$ cat src/psda_params.svh
// Constants for the program space data access bridge: register offsets,
// field positions, reset values and geometry of the program array.
// Assumes it is included by bare name from the package and the bridge.
`ifndef PSDA_PARAMS_SVH
`define PSDA_PARAMS_SVH

// =====================================================================
// Register byte offsets on the Avalon-MM slave
// =====================================================================
`define PSDA_REG_TABLE_PAGE 5'h00
`define PSDA_REG_VIS_PAGE 5'h04
`define PSDA_REG_CORE_CTRL 5'h08
`define PSDA_REG_STATUS 5'h0C
`define PSDA_REG_ROW_STAT 5'h10

// =====================================================================
// Field positions
// =====================================================================
`define PSDA_WIN_EN_BIT 2
`define PSDA_CFG_SPACE_BIT 7
`define PSDA_EA_WINDOW_BIT 15
`define PSDA_EA_BYTE_BIT 0
`define PSDA_ST_BUSY_BIT 0
`define PSDA_ST_REFUSED_BIT 1
`define PSDA_ST_SUSPEND_BIT 2
`define PSDA_RS_COUNT_LSB 0
`define PSDA_RS_BLOCK_LSB 8

// =====================================================================
// Reset values
// =====================================================================
`define PSDA_RST_PAGE 8'h00
`define PSDA_RST_WIN_EN 1'b0

// =====================================================================
// Program array geometry and window cycle penalties
// =====================================================================
`define PSDA_ROW_WORDS 7'h40
`define PSDA_ROW_BYTES 192
`define PSDA_ERASE_WORDS 512
`define PSDA_ERASE_BYTES 1536
`define PSDA_ERASE_ADDR_LSB 10
`define PSDA_PC_STEP 2
`define PSDA_PEN_MOVE 2'h1
`define PSDA_PEN_OTHER 2'h2
`define PSDA_PEN_REP_EDGE 2'h2
`define PSDA_PEN_REP_MID 2'h0

// =====================================================================
// Byte lane masks for flash writes
// =====================================================================
`define PSDA_MASK_LOW_WORD 3'h3
`define PSDA_MASK_BYTE0 3'h1
`define PSDA_MASK_BYTE1 3'h2
`define PSDA_MASK_HIGH 3'h4

`endif

$ cat src/psda_pkg.sv
// Types shared by the program space data access bridge.
// Assumes psda_params.svh is on the include path.
`include "psda_params.svh"

package psda_pkg;

    // Operation requested by the core for one access.
    typedef enum logic [2:0] {
        OP_DATA_READ = 3'h0,
        OP_DATA_WRITE = 3'h1,
        OP_TABLE_READ_LOW = 3'h2,
        OP_TABLE_READ_UPPER = 3'h3,
        OP_TABLE_WRITE_LOW = 3'h4,
        OP_TABLE_WRITE_UPPER = 3'h5
    } psda_op_t;

    // Sequencer states, one-hot.
    typedef enum logic [5:0] {
        ST_IDLE = 6'h01,
        ST_TABLE_FETCH = 6'h02,
        ST_TABLE_WRITE = 6'h04,
        ST_WIN_FETCH1 = 6'h08,
        ST_WIN_FETCH2 = 6'h10,
        ST_WIN_STALL = 6'h20
    } psda_state_t;

    // Whole state of the bridge.
    typedef struct packed {
        psda_state_t state;
        logic [7:0] tablePage;
        logic [7:0] visPage;
        logic windowEnable;
        logic busAck;
        logic [31:0] busRdData;
        psda_op_t op;
        logic byteMode;
        logic byteSel;
        logic [1:0] stall;
        logic [15:0] rdData;
        logic done;
        logic refused;
        logic redirected;
        logic [1:0] extra;
        logic lastRefused;
        logic flashReq;
        logic flashWe;
        logic [2:0] flashMask;
        logic [23:0] flashAddr;
        logic [23:0] flashWrData;
        logic [6:0] rowCount;
        logic [13:0] eraseBlock;
    } psda_regs_t;

endpackage

$ cat src/psda_bridge.sv
// Program space data access bridge: table reads and writes and the
// program window that maps upper data space onto a program page.
// Assumes the core and the flash array run on clk_sys; the core holds
// a request until coreReady, the flash answers each request with a
// one-cycle flashAck.
//
// The Avalon-MM interface to the registers and the address map were decided locally.
`include "psda_params.svh"

// Overview of operation
// Low-word table read, word mode, returns program bits 15:0 as data.
// Low-word byte read returns upper byte if select is 1, else lower byte.
// Upper-byte word read returns bits 23:16 low, upper data byte zero.
// Upper-byte byte read gives bits 23:16 at select 0, zero at select 1.
// Table address is table page concatenated with the 16-bit effective address.
// Table page bit 7 selects user memory at 0, configuration at 1.
// Configuration space allows only reads of implemented areas; writes refused.
// Two address steps per program word; low-word and upper-byte spaces side by side.
// Redirect to program space only when address bit 15 and window enable set.
// Visibility page gives upper bits of 16K-word page; address 14:0 lower bits.
// Window covers data addresses 8000h and up, the upper 32 Kbytes.
// Window read returns only the low 16 bits of the program word.
// Window data read takes an extra cycle for two program fetches.
// Outside repeat, moves cost one extra cycle, others two.
// In repeat, edge iterations cost two extra cycles, others none.
// Window access waits while a table read or write is in progress.
// Firmware fills upper byte of window data with all ones or zeros.
// Self-programming writes rows of 64 words and erases blocks of 512.
// Window address bit 23 zero, bit 15 from visibility page bit 0.
// Every formed program address has its least significant bit zero.
// Byte select for byte-mode table reads is effective address bit 0.
module psda_bridge
    import psda_pkg::*;
#(
    parameter logic [23:0] CFG_IMPL_FIRST = 24'h800000,
    parameter logic [23:0] CFG_IMPL_LAST = 24'h8007FE
) (
    input wire logic clk_sys,
    input wire logic sys_rst,
    input wire logic [4:0] avs_address,
    input wire logic avs_read,
    input wire logic avs_write,
    input wire logic [31:0] avs_writedata,
    input wire logic [3:0] avs_byteenable,
    output logic [31:0] avs_readdata,
    output logic avs_waitrequest,
    input wire logic coreReq,
    input wire logic [2:0] coreOp,
    input wire logic coreByteMode,
    input wire logic [15:0] coreEa,
    input wire logic [15:0] coreWrData,
    input wire logic coreIsMove,
    input wire logic coreInRepeat,
    input wire logic coreRepeatEdge,
    output logic coreReady,
    output logic coreDone,
    output logic [15:0] coreRdData,
    output logic coreRefused,
    output logic coreRedirected,
    output logic [1:0] coreExtra,
    output logic flashReq,
    output logic flashWe,
    output logic [2:0] flashMask,
    output logic [23:0] flashAddr,
    output logic [23:0] flashWrData,
    input wire logic flashAck,
    input wire logic [23:0] flashRdData
);

    psda_regs_t r;
    psda_regs_t next_r;

    // =================================================================
    // Address formation
    // =================================================================

    logic [23:0] tableAddr;
    logic [23:0] windowAddr;
    logic windowHit;
    logic cfgSpace;
    logic cfgImplemented;
    logic [1:0] penalty;
    logic busReq;
    logic [31:0] busMux;

    // Table page on top of the word index, window page on top of EA 14:1.
    assign tableAddr = {r.tablePage, coreEa[15:1], 1'b0};
    assign windowAddr = {1'b0, r.visPage, coreEa[14:1], 1'b0};
    assign windowHit = coreEa[`PSDA_EA_WINDOW_BIT] & r.windowEnable;
    assign cfgSpace = r.tablePage[`PSDA_CFG_SPACE_BIT];
    assign cfgImplemented = (tableAddr >= CFG_IMPL_FIRST) && (tableAddr <= CFG_IMPL_LAST);

    // Extra instruction cycles charged to a window access.
    always_comb begin
        if (coreInRepeat) begin
            penalty = coreRepeatEdge ? `PSDA_PEN_REP_EDGE : `PSDA_PEN_REP_MID;
        end else begin
            penalty = coreIsMove ? `PSDA_PEN_MOVE : `PSDA_PEN_OTHER;
        end
    end

    // =================================================================
    // Register read multiplexer
    // =================================================================

    assign busReq = avs_read | avs_write;

    // Unmapped offsets read as zero.
    always_comb begin
        busMux = 32'h00000000;
        case (avs_address)
            `PSDA_REG_TABLE_PAGE: busMux[7:0] = r.tablePage;
            `PSDA_REG_VIS_PAGE: busMux[7:0] = r.visPage;
            `PSDA_REG_CORE_CTRL: busMux[`PSDA_WIN_EN_BIT] = r.windowEnable;
            `PSDA_REG_STATUS: begin
                busMux[`PSDA_ST_BUSY_BIT] = (r.state != ST_IDLE);
                busMux[`PSDA_ST_REFUSED_BIT] = r.lastRefused;
                busMux[`PSDA_ST_SUSPEND_BIT] = r.state[1] | r.state[2];
            end
            `PSDA_REG_ROW_STAT: begin
                busMux[`PSDA_RS_COUNT_LSB +: 7] = r.rowCount;
                busMux[`PSDA_RS_BLOCK_LSB +: 14] = r.eraseBlock;
            end
            default: busMux = 32'h00000000;
        endcase
    end

    // =================================================================
    // Next state
    // =================================================================

    // Fills the next copy of the whole state from the current one.
    always_comb begin
        next_r = r;
        next_r.done = 1'b0;
        next_r.busAck = busReq & ~r.busAck;
        if (busReq & ~r.busAck) begin
            next_r.busRdData = busMux;
        end
        if (avs_write & r.busAck & avs_byteenable[0]) begin
            case (avs_address)
                `PSDA_REG_TABLE_PAGE: next_r.tablePage = avs_writedata[7:0];
                `PSDA_REG_VIS_PAGE: next_r.visPage = avs_writedata[7:0];
                `PSDA_REG_CORE_CTRL: next_r.windowEnable = avs_writedata[`PSDA_WIN_EN_BIT];
                default: next_r.tablePage = r.tablePage;
            endcase
        end
        case (r.state)
            ST_IDLE: begin
                if (coreReq) begin
                    next_r.op = psda_op_t'(coreOp);
                    next_r.byteMode = coreByteMode;
                    next_r.byteSel = coreEa[`PSDA_EA_BYTE_BIT];
                    next_r.refused = 1'b0;
                    next_r.redirected = 1'b0;
                    next_r.extra = 2'h0;
                    next_r.rdData = 16'h0000;
                    next_r.flashWe = 1'b0;
                    case (psda_op_t'(coreOp))
                        OP_DATA_READ: begin
                            if (windowHit) begin
                                next_r.redirected = 1'b1;
                                next_r.extra = penalty;
                                next_r.flashAddr = windowAddr;
                                next_r.flashReq = 1'b1;
                                next_r.state = ST_WIN_FETCH1;
                            end else begin
                                next_r.done = 1'b1;
                            end
                        end
                        OP_DATA_WRITE: begin
                            // The window is read-only, so a write into it is refused.
                            next_r.refused = windowHit;
                            next_r.lastRefused = windowHit;
                            next_r.done = 1'b1;
                        end
                        OP_TABLE_READ_LOW, OP_TABLE_READ_UPPER: begin
                            if (cfgSpace & ~cfgImplemented) begin
                                next_r.refused = 1'b1;
                                next_r.lastRefused = 1'b1;
                                next_r.done = 1'b1;
                            end else begin
                                next_r.flashAddr = tableAddr;
                                next_r.flashReq = 1'b1;
                                next_r.state = ST_TABLE_FETCH;
                            end
                        end
                        OP_TABLE_WRITE_LOW, OP_TABLE_WRITE_UPPER: begin
                            next_r.flashAddr = tableAddr;
                            next_r.flashWe = 1'b1;
                            if (psda_op_t'(coreOp) == OP_TABLE_WRITE_LOW) begin
                                next_r.flashWrData = {8'h00, coreWrData};
                                if (!coreByteMode) begin
                                    next_r.flashMask = `PSDA_MASK_LOW_WORD;
                                end else if (coreEa[`PSDA_EA_BYTE_BIT]) begin
                                    next_r.flashMask = `PSDA_MASK_BYTE1;
                                    next_r.flashWrData = {8'h00, coreWrData[7:0], 8'h00};
                                end else begin
                                    next_r.flashMask = `PSDA_MASK_BYTE0;
                                end
                            end else begin
                                next_r.flashMask = `PSDA_MASK_HIGH;
                                next_r.flashWrData = {coreWrData[7:0], 16'h0000};
                            end
                            if (cfgSpace) begin
                                next_r.refused = 1'b1;
                                next_r.lastRefused = 1'b1;
                                next_r.flashWe = 1'b0;
                                next_r.done = 1'b1;
                            end else if ((psda_op_t'(coreOp) == OP_TABLE_WRITE_UPPER)
                                         && coreByteMode && coreEa[`PSDA_EA_BYTE_BIT]) begin
                                // The phantom byte has no storage; nothing is written.
                                next_r.flashWe = 1'b0;
                                next_r.done = 1'b1;
                            end else begin
                                next_r.flashReq = 1'b1;
                                next_r.state = ST_TABLE_WRITE;
                            end
                        end
                        default: begin
                            next_r.refused = 1'b1;
                            next_r.lastRefused = 1'b1;
                            next_r.done = 1'b1;
                        end
                    endcase
                    if (next_r.done && !next_r.refused) begin
                        next_r.lastRefused = 1'b0;
                    end
                end
            end
            ST_TABLE_FETCH: begin
                if (flashAck) begin
                    next_r.flashReq = 1'b0;
                    next_r.done = 1'b1;
                    next_r.lastRefused = 1'b0;
                    next_r.state = ST_IDLE;
                    if (r.op == OP_TABLE_READ_LOW) begin
                        if (!r.byteMode) begin
                            next_r.rdData = flashRdData[15:0];
                        end else if (r.byteSel) begin
                            next_r.rdData = {8'h00, flashRdData[15:8]};
                        end else begin
                            next_r.rdData = {8'h00, flashRdData[7:0]};
                        end
                    end else if (!r.byteMode) begin
                        next_r.rdData = {8'h00, flashRdData[23:16]};
                    end else if (r.byteSel) begin
                        next_r.rdData = 16'h0000;
                    end else begin
                        next_r.rdData = {8'h00, flashRdData[23:16]};
                    end
                end
            end
            ST_TABLE_WRITE: begin
                // Each latched word counts toward the current row of the array.
                if (flashAck) begin
                    next_r.flashReq = 1'b0;
                    next_r.flashWe = 1'b0;
                    next_r.done = 1'b1;
                    next_r.lastRefused = 1'b0;
                    next_r.state = ST_IDLE;
                    next_r.eraseBlock = r.flashAddr[23:`PSDA_ERASE_ADDR_LSB];
                    if (r.rowCount == `PSDA_ROW_WORDS - 7'h01) begin
                        next_r.rowCount = 7'h00;
                    end else begin
                        next_r.rowCount = r.rowCount + 7'h01;
                    end
                end
            end
            ST_WIN_FETCH1: begin
                // First of the two program fetches; the request stays up.
                if (flashAck) begin
                    next_r.rdData = flashRdData[15:0];
                    next_r.state = ST_WIN_FETCH2;
                end
            end
            ST_WIN_FETCH2: begin
                if (flashAck) begin
                    next_r.flashReq = 1'b0;
                    next_r.stall = r.extra;
                    if (r.extra == 2'h0) begin
                        next_r.done = 1'b1;
                        next_r.lastRefused = 1'b0;
                        next_r.state = ST_IDLE;
                    end else begin
                        next_r.state = ST_WIN_STALL;
                    end
                end
            end
            ST_WIN_STALL: begin
                // Holds the answer for the charged extra instruction cycles.
                next_r.stall = r.stall - 2'h1;
                if (r.stall == 2'h1) begin
                    next_r.done = 1'b1;
                    next_r.lastRefused = 1'b0;
                    next_r.state = ST_IDLE;
                end
            end
            default: begin
                next_r.state = ST_IDLE;
                next_r.flashReq = 1'b0;
            end
        endcase
    end

    // =================================================================
    // State register
    // =================================================================

    // Registers the whole state; synchronous reset.
    always_ff @(posedge clk_sys) begin
        if (sys_rst) begin
            r <= '0;
            r.state <= ST_IDLE;
            r.tablePage <= `PSDA_RST_PAGE;
            r.visPage <= `PSDA_RST_PAGE;
            r.windowEnable <= `PSDA_RST_WIN_EN;
        end else begin
            r <= next_r;
        end
    end

    // =================================================================
    // Outputs
    // =================================================================

    // A new access, window or table, is taken only in idle.
    assign coreReady = (r.state == ST_IDLE);
    assign coreDone = r.done;
    assign coreRdData = r.rdData;
    assign coreRefused = r.refused;
    assign coreRedirected = r.redirected;
    assign coreExtra = r.extra;
    assign flashReq = r.flashReq;
    assign flashWe = r.flashWe;
    assign flashMask = r.flashMask;
    assign flashAddr = r.flashAddr;
    assign flashWrData = r.flashWrData;
    assign avs_readdata = r.busRdData;
    assign avs_waitrequest = busReq & ~r.busAck;

endmodule

$ cat config.mk
export PLATFORM = sky130hd
export DESIGN_NAME = psda_bridge
export DESIGN_NICKNAME = d
export VERILOG_FILES = /design/src/psda_pkg.sv /design/src/psda_bridge.sv
export VERILOG_INCLUDE_DIRS = /design/src
export SDC_FILE = /design/constraint.sdc
export NUM_CORES = 1
export LEC_CHECK = 0
export ABC_AREA = 1
export BUFFER_PORTS_ARGS = -buffer_cell sky130_fd_sc_hd__buf_2
export CAP_MARGIN = 20
export CORE_ASPECT_RATIO = 0.8
export CORE_MARGIN = 4
export CORE_UTILIZATION = 50
export CTS_BUF_LIST = sky130_fd_sc_hd__clkbuf_2
export DETAILED_ROUTE_END_ITERATION = 7
export PLACE_DENSITY = 0.78
export SETUP_SLACK_MARGIN = 0.3
export SLEW_MARGIN = 10
export SYNTH_ARGS = -nofsm -noshare
export SYNTH_HDL_FRONTEND = slang
export SYNTH_SLANG_ARGS = --single-unit
export TNS_END_PERCENT = 5
$ cat constraint.sdc
create_clock -name clk_sys -period 2.3 [get_ports clk_sys]
set_clock_uncertainty 0.1 [all_clocks]
set_input_delay 0.46 -clock clk_sys [delete_from_list [all_inputs] [get_ports clk_sys]]
set_output_delay 0.46 -clock clk_sys [all_outputs]
set_load 0.02 [all_outputs]
==> flow_metrics.py <==
metrics = {
    "min_path": {
        "holdCritPathClass": "in -> reg",
        "holdPathEnd": "r[135]",
        "hold_path.startpoint": "avs_read",
        "worstHoldPathCells": 4,
    },
    "critical_path": {
        "arrival_ps": 1590,
        "path_class": "reg -> out",
        "end_kind": "primary output",
        "cpMostUsedCell": "buf_6",
        "slowest_stage": "dfxtp_4",
        "critPathTopFamily": "flip-flops",
        "cpPeakStageDelay_ps": 390,
        "r2r_cells": 8,
        "worstPathCellList": "nor2_4, nand2_2, nor2_8, buf_6, buf_6",
        "path_buf_inv": 2,
        "r2r_start": "r[155]",
        "r2r_slack_ps": 260,
        "crit_fanout": 2,
        "startpoint_type": "flip-flop",
        "reg2reg_to": "coreRdData[10]",
        "required_ps": 1740,
    },
    "logic_synthesis": {
        "synth.avg_cell_area_um2": 7.009,
        "netlist.area_leader.share_pct": 40.07,
        "yosys.area.top_type": "dfxtp_1",
        "synth.cell_area_mm2": 0.007395,
        "synth_seq_cells": 148,
        "ys_warn_count": 0,
        "synth_area_leaders": "dfxtp_1 (40%), nand2_1 (11%), buf_4 (10%)",
        "synthCells": 1055,
        "synth_cell_types": 38,
        "ys_seq_area_share_pct": 40.07,
    },
    "finish": {
        "most-common-layout-cells": "nand2_1 (215), buf_2 (178), nor2_1 (164), dfxtp_1 (142), o21ai_0 (102)",
        "nFillCells": 1292,
        "final_nets": 1337,
        "drive_above_1_share_pct": 24.47,
        "final_common_cell": "nand2_1",
        "fin_cells": 1423,
        "final_util_pct": 62.17,
        "syn2layout_area_growth_pct": 21.03,
    },
    "die": {
        "die_w_um": 144.0,
        "fp-row-count": 39,
        "die_h_um": 116.8,
        "core_area_mm2": 0.01440,
        "initial_utilization_pct": 51.37,
        "dieArea_mm2": 0.01681,
        "ios": 218,
    },
    "run": {
        "cap_violations": 0,
    },
    "timing": {
        "period_share_pct": 93.45,
        "rsz0062_at_grt": "yes",
        "holdWs_ps": 73.96,
        "setup_viol": 0,
        "hold_viol": 0,
        "tightest_slew_ps": 668.2,
        "slew_viol_final": 0,
        "slew_headroom_pct": 55.45,
        "fmax_mhz": 465.3,
        "setup_tns_ps": 0,
        "post-route-min-period_ps": 2149,
    },
    "place": {
        "dp_hpwl_mm": 13.96,
        "dp.cells": 1312,
        "finalWeightedCongestion": 0.8855,
        "portBuffers": 179,
    },
    "status": {
        "status": "finished, final reports clean",
    },
    "clock_tree": {
        "h-tree-depth": 4,
        "clock_sinks": 148,
        "cts.clk_slew.worst_paths_ps": 210,
        "cts_max_path_buffers": 2,
        "cts_buffers": 17,
        "ctsRootBufferMaster": "clkbuf_2",
        "cts_tree": "yes",
        "insertion_delay_ps": 710,
    },
    "power": {
        "power_density_mw_per_mm2": 889.5,
        "vdd_drop_max_v": 0.0005219,
        "p_leak_nw": 4.186,
        "power_mw": 7.961,
    },
    "grt": {
        "grt_overflow": 0,
        "grt_util_all_layers_pct": 23.01,
        "grt_max_degree": 61,
        "grt_antenna_before_repair": 1,
        "grt_pass1_vias": 6626,
        "grt_pass1_wl_mm": 31.33,
    },
    "detailed_routing": {
        "drt_iter0_drc": 695,
        "wire_per_inst_um": 14.30,
        "num_vias": 7340,
        "drc_errors": 0,
        "routed_wl_mm": 20.36,
        "drtPass1Iterations": 5,
        "ant_nets": 0,
        "viasPerCell": 5.158,
    },
}
cells in the mapped netlist, drive strengths merged:
master	count
nand2	220
nor2	180
dfxtp	148
buf	114
o21ai	111
a21oi	91
inv	64
nand3	40
clkbuf	29
nand4	11
o22ai	11
nor3	7
a211oi	4
o2111ai	4
o221ai	4
or2	4
clkinv	2
ha	2
nor3b	2
o211ai	2
a31oi	1
conb	1
nand3b	1
o21bai	1
xor2	1
cell type report:
class	instances	area, µm²	share of cell area [%]
Multi-Input combinational cell	709	3307	36.95
Sequential cell	148	2975	33.24
Timing Repair Buffer	283	1892	21.14
Inverter	66	265.3	2.964
Tap cell	184	230.2	2.572
Clock inverter	13	182.7	2.041
Clock buffer	19	95.09	1.062
Antenna cell	1	2.502	0.02796
sequential cells by signal, indices dropped and copies added (netlist names):
name,flops
cfgSpace,1
coreRdData,16
flashWe,1
flashReq,1
r,52
avs_readdata,22
coreRefused,1
flashWrData,24
flashMask,3
coreDone,1
coreRedirected,1
coreExtra,2
flashAddr,23
worst min-delay path, stage by stage:
cell and delay (ps):
buf_2 80, o21ai_1 80, buf_4 170, nor2_1 80
how the worst max path moves through the flow:
stage                         startpoint         endpoint  slack, ps  depth (start not counted)
final                             r[155]        coreReady        150                          5
after global routing              r[157]        coreReady         20                          5
after CTS                         r[153]        coreReady         50                          6
after detailed placement  avs_address[1]           r[151]        200                          9
after global placement        coreEa[12]    flashAddr[23]        260                         10
after floorplan                avs_write  avs_waitrequest        390                          4
power breakdown:
| part | total [mW] | leakage (nW) | internal, mW | switching (mW) |
|---|---|---|---|---|
| clock network | 1.66 | 0.158 | 0.721 | 0.942 |
| logic | 3.27 | 2.83 | 1.24 | 2.03 |
| registers | 3.03 | 1.20 | 2.85 | 0.180 |
timing repair:
action / in CTS / in global routing
cloned: 0 / 3
setup buffers: 6 / 6
pin swaps: 4 / 6
endpoints found under the hold margin: 80 / 0
setup endpoints to repair: 20 / 80
hold buffers: 63 / 0
resized for setup: 11 / 19
logic make-up after synthesis:
logic type | after synthesis | synth area share [%]
compound gates | 229 | 16.35
xor+xnor | 1 | 0.1185
fa+ha+maj | 2 | 0.3384
buf+inv | 209 | 16.28
flops | 148 | 40.07
other cells | 1 | 0.05071
simple gates | 465 | 26.80
metrics by stage:
| step | area [µm²] | setup WS [ps] |
|---|---|---|
| detailed placement | 7807 | 197.3 |
| CTS | 8786 | 54.32 |
| global placement | 7807 | 263.5 |
| floorplan | 7432 | 385.4 |
| global route | 8950 | 22.13 |
| finish | 8950 | 150.8 |
routing by layer:
metal  routed length [µm]  track usage (%)  share of wire [%]
met4                  314            6.587                1.5
met5                    0                0                  0
met3                 1550            6.255                7.6
met1                 9385            31.75                 46
met2                 9104            35.62                 45
Note: power is estimated with default switching activity, not from simulation.
